===== config.mk =====
export PLATFORM = sky130hd
export DESIGN_NAME = mise_exec
export DESIGN_NICKNAME = d
export VERILOG_FILES = /design/src/rtl/mise_pkg.sv /design/src/rtl/mise_alu_if.sv /design/src/rtl/mise_alu.sv /design/src/rtl/mise_exec.sv
export SDC_FILE = /design/constraint.sdc
export NUM_CORES = 1
export LEC_CHECK = 0
export ABC_AREA = 0
export ABC_CLOCK_PERIOD_IN_PS = 3300
export BUFFER_PORTS_ARGS = -buffer_cell sky130_fd_sc_hd__buf_2
export CAP_MARGIN = 10
export CORE_ASPECT_RATIO = 0.7
export CORE_MARGIN = 2
export CORE_UTILIZATION = 40
export CTS_BUF_LIST = sky130_fd_sc_hd__clkbuf_16
export CTS_CLUSTER_DIAMETER = 60
export DETAILED_ROUTE_END_ITERATION = 10
export GPL_TIMING_DRIVEN = 0
export PLACE_DENSITY = 0.71
export SYNTH_ARGS = -nofsm -noshare
export SYNTH_HDL_FRONTEND = slang
export SYNTH_SLANG_ARGS = --single-unit
export TNS_END_PERCENT = 30

===== constraint.sdc =====
create_clock -name clk -period 3.3 [get_ports clk]
set_clock_uncertainty 0.2 [all_clocks]
set_input_delay 0.66 -clock clk [delete_from_list [all_inputs] [get_ports clk]]
set_output_delay 0.66 -clock clk [all_outputs]
set_load 0.02 [all_outputs]

===== src/rtl/mise_pkg.sv =====
// Package of constants and types for the instruction subset executor
package mise_pkg;
  // ---------------------------------------------------------------
  // Register map
  // ---------------------------------------------------------------
  localparam logic [7:0] REG_CTRL = 8'h00;
  localparam logic [7:0] REG_ACC = 8'h04;
  localparam logic [7:0] REG_FLAGS = 8'h08;
  localparam logic [7:0] REG_TPL = 8'h0C;
  localparam logic [7:0] REG_TPH = 8'h10;
  localparam logic [7:0] REG_THL = 8'h14;
  localparam logic [7:0] REG_STAT = 8'h18;
  // ---------------------------------------------------------------
  // Field positions
  // ---------------------------------------------------------------
  localparam int CTRL_HIPTR_BIT = 0;
  localparam int FLAG_C_BIT = 0;
  localparam int FLAG_AC_BIT = 1;
  localparam int FLAG_Z_BIT = 2;
  localparam int FLAG_OV_BIT = 3;
  // ---------------------------------------------------------------
  // Reset values
  // ---------------------------------------------------------------
  localparam logic [7:0] ACC_RST = 8'h00;
  localparam logic [3:0] FLAGS_RST = 4'h0;
  localparam logic [7:0] TPL_RST = 8'h00;
  localparam logic [3:0] TPH_RST = 4'h0;
  localparam logic [7:0] THL_RST = 8'h00;
  localparam logic CTRL_RST = 1'b0;
  // ---------------------------------------------------------------
  // Sizes
  // ---------------------------------------------------------------
  localparam logic [3:0] LAST_PAGE = 4'hF;
  localparam int SKIP_CYCLES = 2;
  // ---------------------------------------------------------------
  // Operation codes
  // ---------------------------------------------------------------
  typedef enum logic [3:0] {
    MISE_OP_NOP = 4'b0000,
    MISE_OP_SUB_MEM = 4'b0001,
    MISE_OP_SUB_TO_MEM = 4'b0010,
    MISE_OP_SUB_IMM = 4'b0011,
    MISE_OP_SWAP = 4'b0100,
    MISE_OP_SWAP_TO_ACC = 4'b0101,
    MISE_OP_SKZ = 4'b0110,
    MISE_OP_COPY_SKZ = 4'b0111,
    MISE_OP_SKZ_BIT = 4'b1000,
    MISE_OP_TAB_PAGED = 4'b1001,
    MISE_OP_TAB_LAST = 4'b1010,
    MISE_OP_XOR_MEM = 4'b1011,
    MISE_OP_XOR_TO_MEM = 4'b1100,
    MISE_OP_XOR_IMM = 4'b1101
  } mise_op_t;
  typedef enum logic [1:0] {
    MISE_ST_IDLE = 2'b00,
    MISE_ST_ROM = 2'b01,
    MISE_ST_DUMMY = 2'b10
  } mise_state_t;
endpackage


===== src/rtl/mise_alu_if.sv =====
// Interface between executor and its arithmetic unit
`timescale 1ns/100ps
interface mise_alu_if;
  logic [7:0] a;
  logic [7:0] b;
  logic [7:0] diff;
  logic borrow_inv;
  logic half_borrow;
  logic signed_range;
  logic [7:0] x;
  logic [7:0] swapped;
  modport core (output a, output b, input diff, input borrow_inv,
    input half_borrow, input signed_range, input x, input swapped);
  modport unit (input a, input b, output diff, output borrow_inv,
    output half_borrow, output signed_range, output x, output swapped);
endinterface


===== src/rtl/mise_alu.sv =====
// Arithmetic unit: subtract, exclusive-or, nibble swap
`timescale 1ns/100ps
module mise_alu (
  mise_alu_if.unit alu
);
  logic [8:0] full;
  logic [4:0] low;
  always_comb begin
    full = {1'b0, alu.a} + {1'b0, ~alu.b} + 9'h001;
    low = {1'b0, alu.a[3:0]} + {1'b0, ~alu.b[3:0]} + 5'h01;
  end
  assign alu.diff = full[7:0];
  assign alu.borrow_inv = full[8];
  assign alu.half_borrow = low[4];
  // Overflow when operands differ in sign and result sign flips
  assign alu.signed_range = (alu.a[7] ^ alu.b[7]) & (alu.a[7] ^ full[7]);
  assign alu.x = alu.a ^ alu.b;
  assign alu.swapped = {alu.b[3:0], alu.b[7:4]};
endmodule


===== src/rtl/mise_exec.sv =====
// Executor for the subtract, swap, skip, table read and xor subset
//
// What this block does
// - Acc minus memory into acc, four flags
// - Acc minus memory into memory, four flags
// - Acc minus immediate into acc, four flags
// - Swap memory nibbles in place, flags kept
// - Swapped memory nibbles into acc, memory kept
// - Zero memory byte skips via dummy cycle
// - Copy memory to acc, skip if zero
// - Selected memory bit zero skips next
// - High pointer on: ROM at both pointers
// - High pointer off: current page, low pointer
// - Last page ROM read, low pointer index
// - Acc xor memory into acc, zero flag
// - Acc xor memory into memory, zero flag
// - Acc xor immediate into acc, zero flag
//
// Design decisions made here: the Wishbone interface to the registers and the address map.
`timescale 1ns/100ps
module mise_exec (
  input wire logic clk,
  input wire logic rstn,
  input wire logic ins_valid,
  input wire logic [3:0] ins_op,
  input wire logic [7:0] ins_imm,
  input wire logic [7:0] ins_addr,
  input wire logic [2:0] ins_bit,
  input wire logic [3:0] cur_page,
  output logic ins_ready,
  output logic discard_fetch,
  output logic mem_rd,
  output logic [7:0] mem_addr,
  input wire logic [7:0] mem_rdata,
  output logic mem_we,
  output logic [7:0] mem_wdata,
  output logic rom_rd,
  output logic [11:0] rom_addr,
  input wire logic [14:0] rom_data,
  input wire logic [31:0] wb_adr_i,
  input wire logic [31:0] wb_dat_i,
  input wire logic [3:0] wb_sel_i,
  input wire logic wb_we_i,
  input wire logic wb_cyc_i,
  input wire logic wb_stb_i,
  output logic [31:0] wb_dat_o,
  output logic wb_ack_o
);
  // ---------------------------------------------------------------
  // State
  // ---------------------------------------------------------------
  typedef struct packed {
    mise_pkg::mise_state_t st;
    logic [7:0] acc;
    logic [3:0] flags;
    logic [7:0] tpl;
    logic [3:0] tph;
    logic [7:0] thl;
    logic hiptr;
    logic [7:0] dst;
    logic ready;
    logic discard;
    logic mrd;
    logic [7:0] maddr;
    logic mwe;
    logic [7:0] mwdata;
    logic rrd;
    logic [11:0] raddr;
    logic [31:0] dat;
    logic ack;
    logic [7:0] ops;
  } mise_state_s_t;

  mise_state_s_t s;
  mise_state_s_t next_s;
  mise_alu_if alu ();

  mise_alu u_alu (
    .alu(alu)
  );

  mise_pkg::mise_op_t op;
  logic [7:0] operand;
  logic use_imm;
  logic wb_req;
  logic wb_wr;
  logic [7:0] wb_off;

  always_comb begin
    op = mise_pkg::mise_op_t'(ins_op);
    use_imm = (op == mise_pkg::MISE_OP_SUB_IMM) ||
      (op == mise_pkg::MISE_OP_XOR_IMM);
    operand = use_imm ? ins_imm : mem_rdata;
    wb_req = wb_cyc_i & wb_stb_i & ~s.ack;
    wb_wr = wb_req & wb_we_i & wb_sel_i[0];
    wb_off = wb_adr_i[7:0];
  end

  assign alu.a = s.acc;
  assign alu.b = operand;

  // ---------------------------------------------------------------
  // Next state
  // ---------------------------------------------------------------
  always_comb begin
    next_s = s;
    next_s.mwe = 1'b0;
    next_s.rrd = 1'b0;
    next_s.discard = 1'b0;
    next_s.ack = 1'b0;
    next_s.mrd = 1'b0;
    // Register bus, one cycle answer
    if (wb_req) begin
      next_s.ack = 1'b1;
      next_s.dat = 32'h0000_0000;
      case (wb_off)
        mise_pkg::REG_CTRL: next_s.dat[0] = s.hiptr;
        mise_pkg::REG_ACC: next_s.dat[7:0] = s.acc;
        mise_pkg::REG_FLAGS: next_s.dat[3:0] = s.flags;
        mise_pkg::REG_TPL: next_s.dat[7:0] = s.tpl;
        mise_pkg::REG_TPH: next_s.dat[3:0] = s.tph;
        mise_pkg::REG_THL: next_s.dat[7:0] = s.thl;
        mise_pkg::REG_STAT: next_s.dat[7:0] = s.ops;
        default: next_s.dat = 32'h0000_0000;
      endcase
      if (wb_wr) begin
        case (wb_off)
          mise_pkg::REG_CTRL:
            next_s.hiptr = wb_dat_i[mise_pkg::CTRL_HIPTR_BIT];
          mise_pkg::REG_ACC: next_s.acc = wb_dat_i[7:0];
          mise_pkg::REG_FLAGS: next_s.flags = wb_dat_i[3:0];
          mise_pkg::REG_TPL: next_s.tpl = wb_dat_i[7:0];
          mise_pkg::REG_TPH: next_s.tph = wb_dat_i[3:0];
          default: next_s.ops = s.ops;
        endcase
      end
    end
    case (s.st)
      mise_pkg::MISE_ST_IDLE: begin
        next_s.ready = 1'b1;
        if (ins_valid && s.ready) begin
          next_s.ops = s.ops + 8'h01;
          next_s.maddr = ins_addr;
          next_s.mwdata = s.mwdata;
          case (op)
            mise_pkg::MISE_OP_SUB_MEM,
            mise_pkg::MISE_OP_SUB_IMM: begin
              next_s.acc = alu.diff;
              next_s.flags[mise_pkg::FLAG_C_BIT] = alu.borrow_inv;
              next_s.flags[mise_pkg::FLAG_AC_BIT] = alu.half_borrow;
              next_s.flags[mise_pkg::FLAG_OV_BIT] = alu.signed_range;
              next_s.flags[mise_pkg::FLAG_Z_BIT] =
                (alu.diff == 8'h00);
            end
            mise_pkg::MISE_OP_SUB_TO_MEM: begin
              next_s.mwe = 1'b1;
              next_s.mwdata = alu.diff;
              next_s.flags[mise_pkg::FLAG_C_BIT] = alu.borrow_inv;
              next_s.flags[mise_pkg::FLAG_AC_BIT] = alu.half_borrow;
              next_s.flags[mise_pkg::FLAG_OV_BIT] = alu.signed_range;
              next_s.flags[mise_pkg::FLAG_Z_BIT] = (alu.diff == 8'h00);
            end
            mise_pkg::MISE_OP_SWAP: begin
              next_s.mwe = 1'b1;
              next_s.mwdata = alu.swapped;
            end
            mise_pkg::MISE_OP_SWAP_TO_ACC:
              next_s.acc = alu.swapped;
            mise_pkg::MISE_OP_SKZ: begin
              if (mem_rdata == 8'h00) begin
                next_s.discard = 1'b1;
                next_s.ready = 1'b0;
                next_s.st = mise_pkg::MISE_ST_DUMMY;
              end
            end
            mise_pkg::MISE_OP_COPY_SKZ: begin
              next_s.acc = mem_rdata;
              if (mem_rdata == 8'h00) begin
                next_s.discard = 1'b1;
                next_s.ready = 1'b0;
                next_s.st = mise_pkg::MISE_ST_DUMMY;
              end
            end
            mise_pkg::MISE_OP_SKZ_BIT: begin
              if (!mem_rdata[ins_bit]) begin
                next_s.discard = 1'b1;
                next_s.ready = 1'b0;
                next_s.st = mise_pkg::MISE_ST_DUMMY;
              end
            end
            mise_pkg::MISE_OP_TAB_PAGED: begin
              next_s.rrd = 1'b1;
              next_s.dst = ins_addr;
              next_s.ready = 1'b0;
              next_s.st = mise_pkg::MISE_ST_ROM;
              if (s.hiptr) begin
                next_s.raddr = {s.tph, s.tpl};
              end else begin
                next_s.raddr = {cur_page, s.tpl};
              end
            end
            mise_pkg::MISE_OP_TAB_LAST: begin
              next_s.rrd = 1'b1;
              next_s.dst = ins_addr;
              next_s.ready = 1'b0;
              next_s.st = mise_pkg::MISE_ST_ROM;
              next_s.raddr = {mise_pkg::LAST_PAGE, s.tpl};
            end
            mise_pkg::MISE_OP_XOR_MEM,
            mise_pkg::MISE_OP_XOR_IMM: begin
              next_s.acc = alu.x;
              next_s.flags[mise_pkg::FLAG_Z_BIT] =
                (alu.x == 8'h00);
            end
            mise_pkg::MISE_OP_XOR_TO_MEM: begin
              next_s.mwe = 1'b1;
              next_s.mwdata = alu.x;
              next_s.flags[mise_pkg::FLAG_Z_BIT] = (alu.x == 8'h00);
            end
            default: next_s.ops = s.ops;
          endcase
        end
      end
      mise_pkg::MISE_ST_ROM: begin
        // ROM word taken in the same cycle as the read strobe
        next_s.mwe = 1'b1;
        next_s.maddr = s.dst;
        next_s.mwdata = rom_data[7:0];
        next_s.thl = {1'b0, rom_data[14:8]};
        next_s.ready = 1'b1;
        next_s.st = mise_pkg::MISE_ST_IDLE;
      end
      mise_pkg::MISE_ST_DUMMY: begin
        // Dummy cycle replaces the discarded fetch
        next_s.ready = 1'b1;
        next_s.st = mise_pkg::MISE_ST_IDLE;
      end
      default: begin
        next_s.st = mise_pkg::MISE_ST_IDLE;
        next_s.ready = 1'b0;
      end
    endcase
    // Bus read of memory address for operand mirror
    next_s.mrd = 1'b1;
  end

  // ---------------------------------------------------------------
  // Registers
  // ---------------------------------------------------------------
  always_ff @(posedge clk or negedge rstn) begin
    if (!rstn) begin
      s <= '0;
      s.st <= mise_pkg::MISE_ST_IDLE;
      s.acc <= mise_pkg::ACC_RST;
      s.flags <= mise_pkg::FLAGS_RST;
      s.tpl <= mise_pkg::TPL_RST;
      s.tph <= mise_pkg::TPH_RST;
      s.thl <= mise_pkg::THL_RST;
      s.hiptr <= mise_pkg::CTRL_RST;
    end else begin
      s <= next_s;
    end
  end

  assign ins_ready = s.ready;
  assign discard_fetch = s.discard;
  assign mem_rd = s.mrd;
  assign mem_addr = s.maddr;
  assign mem_we = s.mwe;
  assign mem_wdata = s.mwdata;
  assign rom_rd = s.rrd;
  assign rom_addr = s.raddr;
  assign wb_dat_o = s.dat;
  assign wb_ack_o = s.ack;
endmodule


# ---- Yosys cells after proc, flatten, opt, wreduce, memory -nomap -nowiden
# Cells that the tools add are included.
# W data, S select, Z words.
dict set report word_totals {
  ff_bits 92
  word_cells 127
  output_inout_bits 66
}
dict set report op_classes {
  eq_ne 27
  n_reduce_logical 25
  n_bitwise 11
  add_sub_neg 5
  magnitude_cmp 1
  mux 39
}
# op count
set ops {}
lappend ops {{$mux W24} 2}
lappend ops {{$mux W8} 6}
lappend ops {{$pmux W17 S2} 1}
lappend ops {{$logic_not A8 Y1} 4}
lappend ops {{$pmux W8 S4} 1}
lappend ops {{$mux W30} 1}
lappend ops {{$pmux W9 S3} 1}
lappend ops {{$pmux W13 S2} 1}
lappend ops {{$eq A4 B4 Y1 const B} 6}
lappend ops {{$eq A8 B5 Y1 const B} 3}
lappend ops {{$mux W12} 2}
lappend ops {{$pmux W3 S6} 1}
lappend ops {{$reduce_and A3 Y1} 6}
lappend ops {{$eq A4 B3 Y1 const B} 4}
lappend ops {{$eq A8 B4 Y1 const B} 2}
lappend ops {{$pmux W4 S4} 1}
lappend ops {{$mux W14} 1}
lappend ops {{$mux W2} 7}
lappend ops {{$mux W13} 1}
lappend ops {{$reduce_or A13 Y1} 1}
lappend ops {{$reduce_or A2 Y1} 5}
lappend ops {{$add A8 B8 Y9} 1}
lappend ops {{$add A9 B1 Y9 const B} 1}
lappend ops {{$mux W9} 1}
lappend ops {{33 further kinds} 48}

# ---- Depth between registers and ports, before layout
# Gate-level depths: netlist of the first run.
dict set report depth {
  depth_word 11
  depth_mapped 15
}

# ---- Modules after synthesis
# Synthesis of the first run repeated with hierarchy kept, for this count alone.
dict set report hier_totals {
  hier_cells 588
  area_unflattened_um2 5962.0
}
# module seq_area_each_um2 instances area_each_um2 cells_each
set by_module_without_submodules {}
lappend by_module_without_submodules {mise_exec 2302.2 1 5482.8 519}
lappend by_module_without_submodules {mise_alu 0.0 1 479.2 69}

# ---- Worst setup path after synthesis of the first run
# OpenSTA, ideal clock, no wires.
dict set report synth_path {
  path_type {input to register}
  startpoint {input ins_op[3]}
  endpoint {register s, in the netlist mem_wdata[5]}
  n_path_buf 0
  arrival_ns 3.507
  cell_stages 13
  setup_slack_ns -0.537
  required_ns 2.970
  path_cell_list {or3b_4 -> a21oi_2 -> nand2_1 -> nand2_1 -> ha_1 -> nor2b_1 -> a311oi_4 -> a31oi_1 -> or4_4 -> maj3_2 -> xnor2_2 -> a221oi_1 -> o21ai_1}
}
dict set report synth_via {
  elab_chain_cells 9
  elab_cells_between_ends 16
  cone_classes {add/sub (2); eq/ne (6); mux (4); bitwise (2); reduce/logical (2)}
}
# item line
set synth_lines {}
lappend synth_lines {{start: declaration} mise_exec.sv:25} ;# input wire logic [3:0] ins_op,
lappend synth_lines {{$eq A4 B2 Y1 or $eq A4 B4 Y1 (tied branches)} {mise_exec.sv:91, mise_exec.sv:92}}
lappend synth_lines {{$logic_or A1 B1 Y1} mise_exec.sv:91} ;# use_imm = (op == mise_pkg::MISE_OP_SUB_IMM) ||
lappend synth_lines {{$mux W8} mise_exec.sv:93} ;# operand = use_imm ? ins_imm : mem_rdata;
lappend synth_lines {{$not A8 Y8} mise_alu.sv:9} ;# full = {1'b0, alu.a} + {1'b0, ~alu.b} + 9'h001;
lappend synth_lines {{$add A8 B8 Y9} mise_alu.sv:9}
lappend synth_lines {{$add A9 B1 Y9} mise_alu.sv:9}
lappend synth_lines {{$pmux W9 S3} mise_exec.sv:145} ;# case (op)
lappend synth_lines {{$mux W30} mise_exec.sv:141} ;# if (ins_valid && s.ready) begin
lappend synth_lines {{$pmux W17 S2} mise_exec.sv:138} ;# case (s.st)
lappend synth_lines {{end signal: assignment} mise_exec.sv:261} ;# s <= next_s;
lappend synth_lines {{end: declaration} mise_exec.sv:74} ;# mise_state_s_t s;
# Parallel ways exist; a longest one is shown, timed or not. The select of a mux whose other input is x is not followed.
# A chain may end at the register's enable or synchronous reset.

==> impl_metrics.xml, run 1 <==
<?xml version="1.0" encoding="UTF-8"?>
<metrics>
  <group name="clock_network">
    <metric name="clk_root_buffer_cell" unit="">sky130_fd_sc_hd__clkbuf_16</metric>
    <metric name="holdBufCountCts" unit="">0</metric>
    <metric name="cts_num_sinks" unit="">92</metric>
    <metric name="cts_tree" unit="">done</metric>
    <metric name="h-tree-depth" unit="">3</metric>
    <metric name="clock_insertion_delay_worst_skew" unit="ns">0.34</metric>
    <metric name="cts_inserted_buffers" unit="">9</metric>
    <metric name="clk_transition_reported_paths" unit="ns">0.07</metric>
    <metric name="number_of_buffers_on_the_longest_clock_path" unit="">2</metric>
  </group>
  <group name="drt">
    <metric name="route.detailed.drc" unit="">0</metric>
    <metric name="antenna_violating_nets_post_route" unit="">0</metric>
    <metric name="first_iter_violations" unit="">453</metric>
    <metric name="routed_wire_length_per_instance" unit="um">17.6</metric>
    <metric name="num_vias" unit="">5168</metric>
    <metric name="route.detailed.vias_per_inst" unit="">5.39</metric>
    <metric name="drt_pass1_iterations" unit="">6</metric>
    <metric name="totalWireLength" unit="mm">16.9</metric>
  </group>
  <group name="yosys">
    <metric name="synth_top_area_cell" unit="">sky130_fd_sc_hd__dfrtp_1</metric>
    <metric name="synth.mux.area_fraction" unit="">0.123</metric>
    <metric name="seq_area_frac_synth" unit="">0.397</metric>
    <metric name="synth_edf_count" unit="">0</metric>
    <metric name="main_combinational_cell_family_by_area_after_synthesis" unit="">compound AO/OA/AOI/OAI gates</metric>
    <metric name="syn_area_per_cell" unit="um2">9.76</metric>
    <metric name="asyncSetResetFlopFracSynth" unit="">1.00</metric>
    <metric name="synth_adder_area_share" unit="">0.0231</metric>
    <metric name="synth_seq_cells" unit="">92</metric>
    <metric name="post_synth_instance_area" unit="mm2">0.00580</metric>
    <metric name="synthesis_warnings" unit="">0</metric>
    <metric name="netlist_instances" unit="">594</metric>
    <metric name="synth.top_cell.area_share" unit="">0.397</metric>
    <metric name="netlist-cell-type-count" unit="">68</metric>
    <metric name="synth_top_cells_by_count" unit="">sky130_fd_sc_hd__dfrtp_1 (92), sky130_fd_sc_hd__buf_4 (60), sky130_fd_sc_hd__nand2_1 (41)</metric>
    <metric name="synth.top_cells.by_area" unit="">sky130_fd_sc_hd__dfrtp_1 (40%), sky130_fd_sc_hd__buf_4 (7.8%), sky130_fd_sc_hd__mux2_2 (7.6%)</metric>
    <metric name="synth_most_common_cell" unit="">sky130_fd_sc_hd__dfrtp_1</metric>
    <metric name="dominantRegCellSynth" unit="">sky130_fd_sc_hd__dfrtp_1</metric>
    <metric name="yosys.area_share.simple" unit="">0.144</metric>
    <metric name="post_synth_xor_area_fraction" unit="">0.0330</metric>
    <metric name="share_of_the_synthesized_area_in_compound_gates_ao_oa_aoi_oai" unit="">0.171</metric>
  </group>
  <group name="timing">
    <metric name="rsz_0062_raised_after_global_routing" unit="">true</metric>
    <metric name="setup-violations-final" unit="">11</metric>
    <metric name="maxSlewViolCount" unit="">0</metric>
    <metric name="timing.final.hold_violations" unit="">0</metric>
    <metric name="finalCriticalPeriod" unit="ns">3.64</metric>
    <metric name="tightestPinTransition" unit="ns">1.24</metric>
    <metric name="timing.max_slew.rel_slack" unit="">0.163</metric>
    <metric name="fmax" unit="MHz">275</metric>
    <metric name="worst_slack" unit="ns">-0.342</metric>
    <metric name="post-route-period-util" unit="">1.10</metric>
  </group>
  <group name="final_layout">
    <metric name="diodes" unit="">0</metric>
    <metric name="share_of_layout_cells_above_drive_strength_1" unit="">0.389</metric>
    <metric name="layout-area-overhead-vs-synth" unit="%">28.0</metric>
    <metric name="num-nets-final" unit="">897</metric>
    <metric name="final_standard_cell_utilization_of_the_core" unit="">0.528</metric>
  </group>
  <group name="placed_design">
    <metric name="numPortBuffers" unit="">113</metric>
    <metric name="placer_s_final_routability_congestion_estimate" unit="">0.974</metric>
    <metric name="detail_placement_hpwl" unit="mm">12.7</metric>
    <metric name="dp_slack" unit="ns">-1.11</metric>
  </group>
  <group name="global_routing">
    <metric name="number_of_antenna_violations_at_the_first_check_in_global_routing" unit="">2</metric>
    <metric name="grt_first_pass_wirelength" unit="mm">26.5</metric>
    <metric name="grtUsageTotal" unit="">0.217</metric>
    <metric name="first_global_vias" unit="">4798</metric>
    <metric name="overflow" unit="">0</metric>
    <metric name="maximum_number_of_pins_on_one_net_before_global_route_repair" unit="">55</metric>
  </group>
  <group name="critical_path">
    <metric name="crit_type" unit="">input port to flop</metric>
    <metric name="cp-end-kind" unit="">flop</metric>
    <metric name="crit_required" unit="ns">3.31</metric>
    <metric name="critPathArrivalTime" unit="ns">3.65</metric>
    <metric name="r2r_start" unit="">s[115]$_DFFE_PN0P_</metric>
    <metric name="regToRegEndpoint" unit="">s[105]$_DFF_PN0_</metric>
    <metric name="critical_path_maximum_fanout" unit="">5</metric>
    <metric name="critPathLaunchType" unit="">input port</metric>
    <metric name="register_to_register_setup_slack" unit="ns">0.02</metric>
    <metric name="reg2regPathDepth" unit="">8</metric>
  </group>
  <group name="floorplan">
    <metric name="core_region_area" unit="mm2">0.0141</metric>
    <metric name="floorplan.rows" unit="">36</metric>
    <metric name="initial_core_util" unit="">0.412</metric>
    <metric name="pin_count" unit="">190</metric>
    <metric name="dieArea" unit="mm2">0.0155</metric>
    <metric name="die_h" unit="um">105</metric>
    <metric name="die_width" unit="um">148</metric>
  </group>
  <group name="status">
    <metric name="violations" unit="">negative setup slack</metric>
    <metric name="status" unit="">complete, but fails checks</metric>
  </group>
  <group name="job">
    <metric name="drv_cap" unit="">0</metric>
  </group>
  <group name="power">
    <metric name="max-vdd-ir-drop" unit="V">0.000482</metric>
    <metric name="power_per_cell_area" unit="mW/mm2">708</metric>
    <metric name="total_leakage_power" unit="uW">0.00360</metric>
  </group>
  <group name="min_path">
    <metric name="worstHoldPathType" unit="">input port to async pin</metric>
  </group>
</metrics>
layer usage:
layer  GRT usage  part of all wire
met1       0.333              0.48
met2       0.286              0.40
met3      0.0769              0.11
met4      0.0497             0.011
met5           0           0.00089
area by class of cell:
cell class              count  area [um2]
plain buffers              82         538
well taps                 190         238
fillers                  1295        6630
inverters                  24        93.8
clock inverters             7        68.8
multi-input cells         419        3170
clock buffers               9         225
repair buffers            136         783
flip-flops and latches     92        2300
sequential cells by signal, indices dropped and copies added (netlist names):
signal and count:
rom_rd 1, s 42, discard_fetch 1, mem_wdata 8, rom_addr 12, wb_ack_o 1
mem_rd 1, wb_dat_o 8, mem_addr 8, ins_ready 1, mem_we 1, alu.a 8
placed cells by master (no fill, tap or decap), drive strengths merged, types with 5 or more instances in the layout:
cell type / instances
nor3: 12
a221oi: 9
ha: 9
nand3: 12
o21ai: 27
mux2: 39
xnor2: 15
inv: 26
nand2: 41
xor2: 6
mux2i: 23
conb: 25
o221ai: 5
nor2b: 10
a22oi: 10
clkbuf: 28
a222oi: 10
a21oi: 37
and3: 13
nor2: 38
dfrtp: 92
buf: 199
a211oi: 12
worst max-delay path: stages:
cell and delay [ns]:
sky130_fd_sc_hd__buf_8 0.10, sky130_fd_sc_hd__or3b_4 0.41, sky130_fd_sc_hd__a21oi_4 0.15, sky130_fd_sc_hd__nand2_2 0.10, sky130_fd_sc_hd__nand2_4 0.08, sky130_fd_sc_hd__ha_4 0.15, sky130_fd_sc_hd__nor2b_4 0.04, sky130_fd_sc_hd__a311oi_4 0.34
sky130_fd_sc_hd__a31oi_1 0.15, sky130_fd_sc_hd__or4_4 0.56, sky130_fd_sc_hd__maj3_2 0.37, sky130_fd_sc_hd__xnor2_4 0.16, sky130_fd_sc_hd__a221oi_2 0.30, sky130_fd_sc_hd__a21oi_1 0.07
timing repair:
| action | CTS | global route |
|---|---|---|
| buffers inserted | 9 | 13 |
| hold endpoints to repair | 0 | 0 |
| pin swaps | 13 | 23 |
| endpoints found under the setup margin | 15 | 24 |
| resized for setup | 14 | 31 |
worst max-delay path by stage:
stage | startpoint | endpoint | cells past startpoint
floorplan | ins_op[3] | mem_wdata[5]$_DFFE_PN0P_ | 13
global placement | ins_op[3] | alu.a[4]$_DFF_PN0_ | 14
detailed placement | ins_op[3] | alu.a[4]$_DFF_PN0_ | 14
CTS | ins_op[2] | alu.a[5]$_DFF_PN0_ | 14
global route | ins_op[2] | alu.a[5]$_DFF_PN0_ | 14
finish | ins_op[2] | alu.a[5]$_DFF_PN0_ | 14
stage by stage:
step / TNS [ns] / cell area, um2 / hold slack, ns / power, uW / instances
after global placement: -17.93 / 6710 / 0.262 / 3840 / 920
final: -2.73 / 7420 / 0.0895 / 5250 / 959
after global routing: -3.49 / 7420 / 0.136 / 5530 / 959
after floorplan: -2.42 / 5910 / 0.164 / 3240 / 617
after detailed placement: -13.19 / 6750 / 0.269 / 3870 / 921
after CTS: -3.21 / 7180 / 0.102 / 5040 / 946
cells by family after synthesis:
| family | Yosys count |
|---|---|
| adder cells (fa/ha/maj) | 11 |
| other | 2 |
| multiplexers | 64 |
| AND/OR/NAND/NOR | 158 |
| XOR/XNOR | 21 |
| buffers and inverters | 106 |
| AO/OA/AOI/OAI | 140 |
| flip-flops | 92 |
report_power, final:
part / leakage, uW / internal, uW / total, uW / switching (uW)
sequential: 0.00118 / 1460 / 1760 / 295
combinational: 0.00228 / 1140 / 2450 / 1320
clock: 0.000141 / 585 / 1040 / 452
total: 0.00360 / 3190 / 5250 / 2060
No activity file was read; power rests on OpenSTA's default activity.
==> run 2, diff against run 1 <==
--- a/config.mk
+++ b/config.mk
@@ -16,8 +16,9 @@
 export CTS_CLUSTER_DIAMETER = 60
 export DETAILED_ROUTE_END_ITERATION = 10
 export GPL_TIMING_DRIVEN = 0
-export PLACE_DENSITY = 0.71
+export PLACE_DENSITY = 0.65
 export SYNTH_ARGS = -nofsm -noshare
 export SYNTH_HDL_FRONTEND = slang
+export SYNTH_HIERARCHICAL = 1
 export SYNTH_SLANG_ARGS = --single-unit
 export TNS_END_PERCENT = 30
==> constraint.sdc (replaced) <==
create_clock -name clk -period 3.3 [get_ports clk]
set_clock_uncertainty 0.2 [all_clocks]
set_input_delay 0.165 -clock clk [delete_from_list [all_inputs] [get_ports clk]]
set_output_delay 0.165 -clock clk [all_outputs]
set_load 0.02 [all_outputs]
==> impl_metrics.xml, run 2 <==
<?xml version="1.0" encoding="UTF-8"?>
<metrics>
  <group name="drt">
    <metric name="route.detailed.vias_per_inst" unit="">5.20</metric>
    <metric name="num_vias" unit="">5054</metric>
    <metric name="first_iter_violations" unit="">276</metric>
    <metric name="drt_pass1_iterations" unit="">5</metric>
    <metric name="antenna_violating_nets_post_route" unit="">0</metric>
    <metric name="totalWireLength" unit="mm">16.6</metric>
    <metric name="routed_wire_length_per_instance" unit="um">17.1</metric>
    <metric name="route.detailed.drc" unit="">0</metric>
  </group>
  <group name="global_routing">
    <metric name="grtUsageTotal" unit="">0.211</metric>
    <metric name="overflow" unit="">0</metric>
    <metric name="number_of_antenna_violations_at_the_first_check_in_global_routing" unit="">0</metric>
    <metric name="first_global_vias" unit="">4940</metric>
    <metric name="maximum_number_of_pins_on_one_net_before_global_route_repair" unit="">62</metric>
    <metric name="grt_first_pass_wirelength" unit="mm">26.3</metric>
  </group>
  <group name="timing">
    <metric name="timing.max_slew.rel_slack" unit="">0.248</metric>
    <metric name="fmax" unit="MHz">314</metric>
    <metric name="worst_slack" unit="ns">0.118</metric>
    <metric name="finalCriticalPeriod" unit="ns">3.18</metric>
    <metric name="post-route-period-util" unit="">0.964</metric>
    <metric name="finalSetupTns" unit="ns">0</metric>
    <metric name="setup-violations-final" unit="">0</metric>
    <metric name="maxSlewViolCount" unit="">0</metric>
    <metric name="tightestPinTransition" unit="ns">1.12</metric>
    <metric name="timing.final.hold_violations" unit="">0</metric>
  </group>
  <group name="clock_network">
    <metric name="cts_inserted_buffers" unit="">9</metric>
    <metric name="h-tree-depth" unit="">3</metric>
    <metric name="clk_root_buffer_cell" unit="">sky130_fd_sc_hd__clkbuf_16</metric>
    <metric name="cts_tree" unit="">done</metric>
    <metric name="clock_insertion_delay_worst_skew" unit="ns">0.34</metric>
    <metric name="number_of_buffers_on_the_longest_clock_path" unit="">2</metric>
    <metric name="clk_transition_reported_paths" unit="ns">0.07</metric>
    <metric name="cts_num_sinks" unit="">92</metric>
  </group>
  <group name="final_layout">
    <metric name="layout_common_cells" unit="">sky130_fd_sc_hd__buf_2 (122), sky130_fd_sc_hd__dfrtp_1 (92), sky130_fd_sc_hd__buf_4 (80), sky130_fd_sc_hd__mux2_2 (45), sky130_fd_sc_hd__inv_1 (33)</metric>
    <metric name="final-seq-area" unit="mm2">0.00230</metric>
    <metric name="diodes" unit="">0</metric>
    <metric name="multi_input_area" unit="mm2">0.00300</metric>
    <metric name="share_of_layout_cells_above_drive_strength_1" unit="">0.381</metric>
    <metric name="layout-area-overhead-vs-synth" unit="%">27.2</metric>
    <metric name="num-nets-final" unit="">909</metric>
    <metric name="top_register" unit="">s</metric>
    <metric name="num-fill-cells" unit="">1343</metric>
    <metric name="max_reg_flops" unit="">42</metric>
    <metric name="commonest_non_fill_non_tap_cell_in_the_layout" unit="">sky130_fd_sc_hd__buf_2</metric>
  </group>
  <group name="power">
    <metric name="total_leakage_power" unit="uW">0.00369</metric>
    <metric name="max-vdd-ir-drop" unit="V">0.000378</metric>
    <metric name="power_per_cell_area" unit="mW/mm2">683</metric>
  </group>
  <group name="yosys">
    <metric name="synth_top_cells_by_count" unit="">sky130_fd_sc_hd__dfrtp_1 (92), sky130_fd_sc_hd__buf_4 (74), sky130_fd_sc_hd__mux2_2 (45)</metric>
    <metric name="synth_edf_count" unit="">0</metric>
    <metric name="dominantRegCellSynth" unit="">sky130_fd_sc_hd__dfrtp_1</metric>
    <metric name="post_synth_instance_area" unit="mm2">0.00596</metric>
    <metric name="netlist_instances" unit="">588</metric>
    <metric name="synth_top_area_cell" unit="">sky130_fd_sc_hd__dfrtp_1</metric>
    <metric name="synth.top_cells.by_area" unit="">sky130_fd_sc_hd__dfrtp_1 (39%), sky130_fd_sc_hd__buf_4 (9.3%), sky130_fd_sc_hd__mux2_2 (8.5%)</metric>
    <metric name="synth_seq_cells" unit="">92</metric>
    <metric name="netlist-cell-type-count" unit="">69</metric>
    <metric name="synthesis_warnings" unit="">6</metric>
    <metric name="synth.top_cell.area_share" unit="">0.386</metric>
    <metric name="asyncSetResetFlopFracSynth" unit="">1.00</metric>
    <metric name="synth_most_common_cell" unit="">sky130_fd_sc_hd__dfrtp_1</metric>
    <metric name="syn_area_per_cell" unit="um2">10.1</metric>
    <metric name="seq_area_frac_synth" unit="">0.386</metric>
  </group>
  <group name="critical_path">
    <metric name="critical_path.startpoint" unit="">ins_op[3]</metric>
    <metric name="crit_required" unit="ns">3.33</metric>
    <metric name="critPathLaunchType" unit="">input port</metric>
    <metric name="critPathArrivalTime" unit="ns">3.22</metric>
    <metric name="cp-end-kind" unit="">flop</metric>
    <metric name="critical_path_maximum_fanout" unit="">10</metric>
    <metric name="r2r_start" unit="">alu.a[1]$_DFF_PN0_</metric>
    <metric name="register_to_register_setup_slack" unit="ns">0.56</metric>
    <metric name="crit_type" unit="">input port to flop</metric>
  </group>
  <group name="floorplan">
    <metric name="die_h" unit="um">106</metric>
    <metric name="floorplan.rows" unit="">37</metric>
    <metric name="core_region_area" unit="mm2">0.0146</metric>
    <metric name="pin_count" unit="">190</metric>
    <metric name="die_width" unit="um">150</metric>
    <metric name="dieArea" unit="mm2">0.0159</metric>
    <metric name="initial_core_util" unit="">0.408</metric>
  </group>
  <group name="min_path">
    <metric name="worst_hold_path_startpoint" unit="">wb_stb_i</metric>
    <metric name="worstHoldPathType" unit="">input port to flop</metric>
  </group>
  <group name="placed_design">
    <metric name="dp_slack" unit="ns">-0.533</metric>
    <metric name="placer_s_final_routability_congestion_estimate" unit="">0.877</metric>
    <metric name="detail_placement_hpwl" unit="mm">12.7</metric>
    <metric name="numPortBuffers" unit="">112</metric>
  </group>
  <group name="job">
    <metric name="drv_cap" unit="">0</metric>
  </group>
  <group name="status">
    <metric name="status" unit="">finished clean</metric>
  </group>
</metrics>
==> run 2: cell types whose count changed after synthesis, moves of 7 or more <==
cell,previous run,this run
sky130_fd_sc_hd__clkbuf_1,18,2
sky130_fd_sc_hd__a22o_1,2,17
sky130_fd_sc_hd__buf_4,60,74
sky130_fd_sc_hd__a21oi_1,36,24
sky130_fd_sc_hd__buf_2,2,12
sky130_fd_sc_hd__and3_1,13,4
sky130_fd_sc_hd__a221o_1,0,8
sky130_fd_sc_hd__inv_1,24,32
sky130_fd_sc_hd__nand2_1,41,33
sky130_fd_sc_hd__a221oi_1,9,2
sky130_fd_sc_hd__nor2_1,37,30
sky130_fd_sc_hd__xnor2_1,14,7
==> run 2: path summary, 6_finish.rpt <==
check / to / cells after the start
hold / removal: wb_dat_o[1]$_DFFE_PN0N_ / 3
hold reg to reg: s[7]$_DFFE_PN0P_ / 1
max in group asynchronous: discard_fetch$_DFF_PN0_ / 3
setup / recovery: mem_wdata[7]$_DFFE_PN0P_ / 16
min in group asynchronous: rom_addr[5]$_DFFE_PN0P_ / 2
setup reg to reg: mem_wdata[7]$_DFFE_PN0P_ / 10
==> run 2: what timing repair did <==
item | in CTS | in global routing
endpoints found under the hold margin | 120 | 0
hold buffers | 32 | 0
resized for setup | 3 | 9
endpoints found under the setup margin | 6 | 7
pin swaps | 1 | 1
buffers inserted | 3 | 2
==> run 2: metal layers <==
| metal | vias up | global-route usage | share of wire |
|---|---|---|---|
| li1 | 2406 | - | - |
| met2 | 181 | 0.312 | 0.43 |
| met3 | 14 | 0.0528 | 0.068 |
| met1 | 2453 | 0.315 | 0.49 |
| met4 | 0 | 0.0337 | 0.0073 |
| met5 | - | 0 | 0 |
==> run 2: logic make-up (layout without fill, tap and decap cells) <==
family	after synthesis	count (layout)	synth area share
and+or+nand+nor	138	138	0.131
AOI/OAI and AO/OA	129	129	0.162
buffers and inverters	126	291	0.134
DFF	92	92	0.386
muxes	76	76	0.139
adders and majority gates	13	13	0.0285
xor gates and xnor gates	12	12	0.0176
other	2	25	0.00126
==> run 2: worst max-delay path: stages <==
cell,delay (ns)
sky130_fd_sc_hd__buf_2,0.10
sky130_fd_sc_hd__clkbuf_4,0.21
sky130_fd_sc_hd__nand2_1,0.09
sky130_fd_sc_hd__o21ai_1,0.17
sky130_fd_sc_hd__nand2_2,0.15
sky130_fd_sc_hd__buf_4,0.18
sky130_fd_sc_hd__mux2_2,0.26
sky130_fd_sc_hd__inv_1,0.05
sky130_fd_sc_hd__ha_1,0.23
sky130_fd_sc_hd__or4_4,0.57
sky130_fd_sc_hd__o22ai_4,0.17
sky130_fd_sc_hd__xnor2_2,0.13
sky130_fd_sc_hd__a22o_1,0.23
sky130_fd_sc_hd__a22oi_2,0.18
sky130_fd_sc_hd__nor2_1,0.07
sky130_fd_sc_hd__a221o_1,0.25
==> run 2: cell type report <==
| class | count | area share |
|---|---|---|
| Clock inverter | 6 | 0.00858 |
| Inverter | 32 | 0.0158 |
| Multi-Input combinational cell | 393 | 0.395 |
| Sequential cell | 92 | 0.304 |
| Clock buffer | 9 | 0.0297 |
| Timing Repair Buffer | 150 | 0.125 |
| Buffer | 94 | 0.0896 |
| Tap cell | 195 | 0.0322 |
==> run 2: per-stage QoR <==
stage          total power (uW)  hold WS (ns)   util  instance area (um2)  std cells
2_1_floorplan              3330        -0.331      -                 6050        611
3_3_place_gp               3940         0.200  0.468                 6850        918
3_5_place_dp               3990       -0.0631  0.470                 6880        919
4_1_cts                    5090       0.00739  0.514                 7520        969
5_1_grt                    5500        0.0178  0.518                 7580        971
6_report                   5180       0.00120  0.518                 7580        971
==> run 2: report_power, final <==
group	total (uW)	switching [uW]	leakage (uW)	internal, uW
clock network	1040	454	0.000135	583
logic	2400	1320	0.00238	1080
registers	1740	264	0.00118	1480
total	5180	2040	0.00369	3140
==> run 3, diff against run 2 <==
--- a/config.mk
+++ b/config.mk
@@ -16,9 +16,8 @@
 export CTS_CLUSTER_DIAMETER = 60
 export DETAILED_ROUTE_END_ITERATION = 10
 export GPL_TIMING_DRIVEN = 0
-export PLACE_DENSITY = 0.65
+export PLACE_DENSITY = 0.78
 export SYNTH_ARGS = -nofsm -noshare
 export SYNTH_HDL_FRONTEND = slang
-export SYNTH_HIERARCHICAL = 1
 export SYNTH_SLANG_ARGS = --single-unit
 export TNS_END_PERCENT = 30
==> impl_metrics.xml, run 3 (synthesis results as in run 1) <==
<?xml version="1.0" encoding="UTF-8"?>
<metrics>
  <group name="power">
    <metric name="power_per_cell_area" unit="mW/mm2">679</metric>
    <metric name="total_leakage_power" unit="uW">0.00366</metric>
    <metric name="max-vdd-ir-drop" unit="V">0.000450</metric>
  </group>
  <group name="placed_design">
    <metric name="dp_slack" unit="ns">-0.544</metric>
    <metric name="post-place-cells" unit="">921</metric>
    <metric name="placer_s_final_routability_congestion_estimate" unit="">0.980</metric>
    <metric name="detail_placement_hpwl" unit="mm">12.8</metric>
    <metric name="dpl-instance-area" unit="mm2">0.00673</metric>
    <metric name="numPortBuffers" unit="">113</metric>
  </group>
  <group name="critical_path">
    <metric name="critical_path_maximum_fanout" unit="">6</metric>
    <metric name="critical_path.n_buffers_inverters" unit="">1</metric>
    <metric name="critPathLaunchType" unit="">input port</metric>
    <metric name="regToRegEndpoint" unit="">mem_wdata[5]$_DFFE_PN0P_</metric>
    <metric name="critPathTopFamily" unit="">simple AND/OR/NAND/NOR gates</metric>
    <metric name="cp-end-kind" unit="">flop</metric>
    <metric name="crit_required" unit="ns">3.32</metric>
    <metric name="path_cells" unit="">buf_6 -&gt; or3b_4 -&gt; a21oi_4 -&gt; nand2_1 -&gt; nand2_2 -&gt; ha_4 -&gt; nor2b_4 -&gt; a311oi_4 -&gt; a211oi_1 -&gt; or4_4 -&gt; maj3_2 -&gt; xnor2_4 -&gt; a221oi_2 -&gt; o21ai_1</metric>
    <metric name="crit_type" unit="">input port to flop</metric>
    <metric name="critPathArrivalTime" unit="ns">3.28</metric>
    <metric name="register_to_register_setup_slack" unit="ns">0.11</metric>
    <metric name="r2r_start" unit="">alu.a[1]$_DFF_PN0_</metric>
    <metric name="critical-path-max-stage-delay" unit="ns">0.56</metric>
    <metric name="reg2regPathDepth" unit="">8</metric>
    <metric name="cpMaxStageDelayCell" unit="">sky130_fd_sc_hd__or4_4</metric>
  </group>
  <group name="min_path">
    <metric name="worstHoldPathType" unit="">input port to flop</metric>
    <metric name="worst_hold_path_startpoint" unit="">mem_rdata[0]</metric>
    <metric name="hold_crit_endpoint" unit="">alu.a[0]$_DFF_PN0_</metric>
    <metric name="worst_hold_path.num_cells" unit="">3</metric>
  </group>
  <group name="final_layout">
    <metric name="max_reg_flops" unit="">42</metric>
    <metric name="share_of_layout_cells_above_drive_strength_1" unit="">0.341</metric>
    <metric name="commonest_non_fill_non_tap_cell_in_the_layout" unit="">sky130_fd_sc_hd__buf_2</metric>
    <metric name="num-nets-final" unit="">915</metric>
    <metric name="layout_common_cells" unit="">sky130_fd_sc_hd__buf_2 (112), sky130_fd_sc_hd__dfrtp_1 (92), sky130_fd_sc_hd__buf_4 (70), sky130_fd_sc_hd__nand2_1 (40), sky130_fd_sc_hd__mux2_2 (39)</metric>
    <metric name="cell_count_final_fillers_out" unit="">977</metric>
    <metric name="diodes" unit="">0</metric>
    <metric name="layout-area-overhead-vs-synth" unit="%">29.3</metric>
    <metric name="post-route-cell-area" unit="mm2">0.00750</metric>
    <metric name="top_register" unit="">s</metric>
  </group>
  <group name="timing">
    <metric name="finalCriticalPeriod" unit="ns">3.26</metric>
    <metric name="maxSlewViolCount" unit="">0</metric>
    <metric name="timing.max_slew.rel_slack" unit="">0.320</metric>
    <metric name="timing.final.hold_violations" unit="">0</metric>
    <metric name="setup-violations-final" unit="">0</metric>
    <metric name="rsz_0062_raised_after_global_routing" unit="">true</metric>
    <metric name="tightestPinTransition" unit="ns">0.991</metric>
    <metric name="fmax" unit="MHz">306</metric>
    <metric name="worst_slack" unit="ns">0.0364</metric>
    <metric name="post-route-period-util" unit="">0.989</metric>
  </group>
  <group name="drt">
    <metric name="antenna_violating_nets_post_route" unit="">0</metric>
    <metric name="drt_pass1_iterations" unit="">7</metric>
    <metric name="routed_wire_length_per_instance" unit="um">17.5</metric>
    <metric name="first_iter_violations" unit="">539</metric>
    <metric name="totalWireLength" unit="mm">17.1</metric>
    <metric name="route.detailed.drc" unit="">0</metric>
    <metric name="route.detailed.vias_per_inst" unit="">5.40</metric>
    <metric name="num_vias" unit="">5278</metric>
  </group>
  <group name="floorplan">
    <metric name="floorplan.rows" unit="">36</metric>
    <metric name="pin_count" unit="">190</metric>
    <metric name="die_h" unit="um">105</metric>
    <metric name="core_region_area" unit="mm2">0.0141</metric>
    <metric name="dieArea" unit="mm2">0.0155</metric>
    <metric name="initial_core_util" unit="">0.412</metric>
    <metric name="die_width" unit="um">148</metric>
  </group>
  <group name="job">
    <metric name="drv_cap" unit="">0</metric>
  </group>
  <group name="clock_network">
    <metric name="cts_tree" unit="">done</metric>
    <metric name="cts_num_sinks" unit="">92</metric>
    <metric name="number_of_buffers_on_the_longest_clock_path" unit="">2</metric>
    <metric name="h-tree-depth" unit="">3</metric>
    <metric name="clock_insertion_delay_worst_skew" unit="ns">0.34</metric>
    <metric name="cts_inserted_buffers" unit="">9</metric>
    <metric name="clk_root_buffer_cell" unit="">sky130_fd_sc_hd__clkbuf_16</metric>
    <metric name="clk_transition_reported_paths" unit="ns">0.06</metric>
  </group>
  <group name="global_routing">
    <metric name="grtUsageTotal" unit="">0.217</metric>
    <metric name="number_of_antenna_violations_at_the_first_check_in_global_routing" unit="">0</metric>
    <metric name="grt_first_pass_wirelength" unit="mm">26.3</metric>
    <metric name="maximum_number_of_pins_on_one_net_before_global_route_repair" unit="">74</metric>
    <metric name="overflow" unit="">0</metric>
    <metric name="first_global_vias" unit="">4853</metric>
  </group>
  <group name="status">
    <metric name="status" unit="">finished clean</metric>
  </group>
</metrics>
-- run 3: cell count changes in the layout (fill, tap and decap cells not counted), moves of 8 or more --
cell                       before  now
sky130_fd_sc_hd__a22o_1        17    2
sky130_fd_sc_hd__buf_4         80   70
sky130_fd_sc_hd__buf_2        122  112
sky130_fd_sc_hd__and3_1         4   13
sky130_fd_sc_hd__a221o_1        8    0
sky130_fd_sc_hd__clkbuf_1       2   18
sky130_fd_sc_hd__nand2_1       32   40
sky130_fd_sc_hd__a21oi_1       24   35
-- run 3: per-stage QoR --
stage / hold slack, ns / TNS, ns / util / power (uW)
after floorplan: -0.331 / 0 / - / 3230
after global placement: 0.198 / -6.11 / 0.476 / 3810
after detailed placement: -0.130 / -4.26 / 0.479 / 3870
after CTS: 0.00339 / -0.0462 / 0.525 / 4950
after global routing: 0.0512 / -0.0415 / 0.533 / 5370
final: 0.00758 / 0 / 0.533 / 5090
-- run 3: final cells by class --
type                       instances  area [um2]
fill                            1270        6560
multi-input combinational        419        3060
sequential                        92        2300
timing repair buffer             154         986
buffer                            82         536
tap                              190         238
clock buffer                       9         225
inverter                          24        90.1
clock inverter                     7        61.3
-- run 3: report_power, final --
group / internal, uW / switching [uW] / leakage [uW]
logic: 1060 / 1270 / 0.00234
clock network: 578 / 427 / 0.000147
registers: 1460 / 297 / 0.00118
total: 3100 / 1990 / 0.00366
-- run 3: worst min-delay path: cells and delay by family --
| family | cells | cell delay, ns |
|---|---|---|
| AO/OA/AOI/OAI | 2 | 0.22 |
| buffers and inverters | 1 | 0.11 |
-- run 3: metal layers --
metal  vias to the layer above  global-route usage  routed length (um)
met2                       273               0.305                7060
li1                       2469                   -                   -
met3                        11              0.0651                1790
met4                         0              0.0401                 140
met1                      2525               0.332                8130
met5                         -                   0                   0
-- run 3: repair_timing --
item / 4_1_cts / 5_1_grt
endpoints found under the setup margin: 6 / 19
hold buffers: 31 / 0
hold endpoints to repair: 138 / 0
resized for setup: 6 / 14
pin swaps: 6 / 14
setup buffers: 2 / 6
cloned: 0 / 0
-- run 3: worst max-delay path by stage --
stage              start                       end  slack [ns]  depth (start not counted)
2_1_floorplan  ins_op[3]  mem_wdata[5]$_DFFE_PN0P_        0.03                         13
3_3_place_gp   ins_op[3]          s[105]$_DFF_PN0_       -0.50                         14
3_5_place_dp   ins_op[3]  mem_wdata[5]$_DFFE_PN0P_       -0.54                         14
4_1_cts        ins_op[2]  mem_wdata[5]$_DFFE_PN0P_       -0.03                         14
5_1_grt        ins_op[0]        alu.a[6]$_DFF_PN0_       -0.02                         15
6_report       ins_op[3]  mem_wdata[5]$_DFFE_PN0P_        0.04                         14
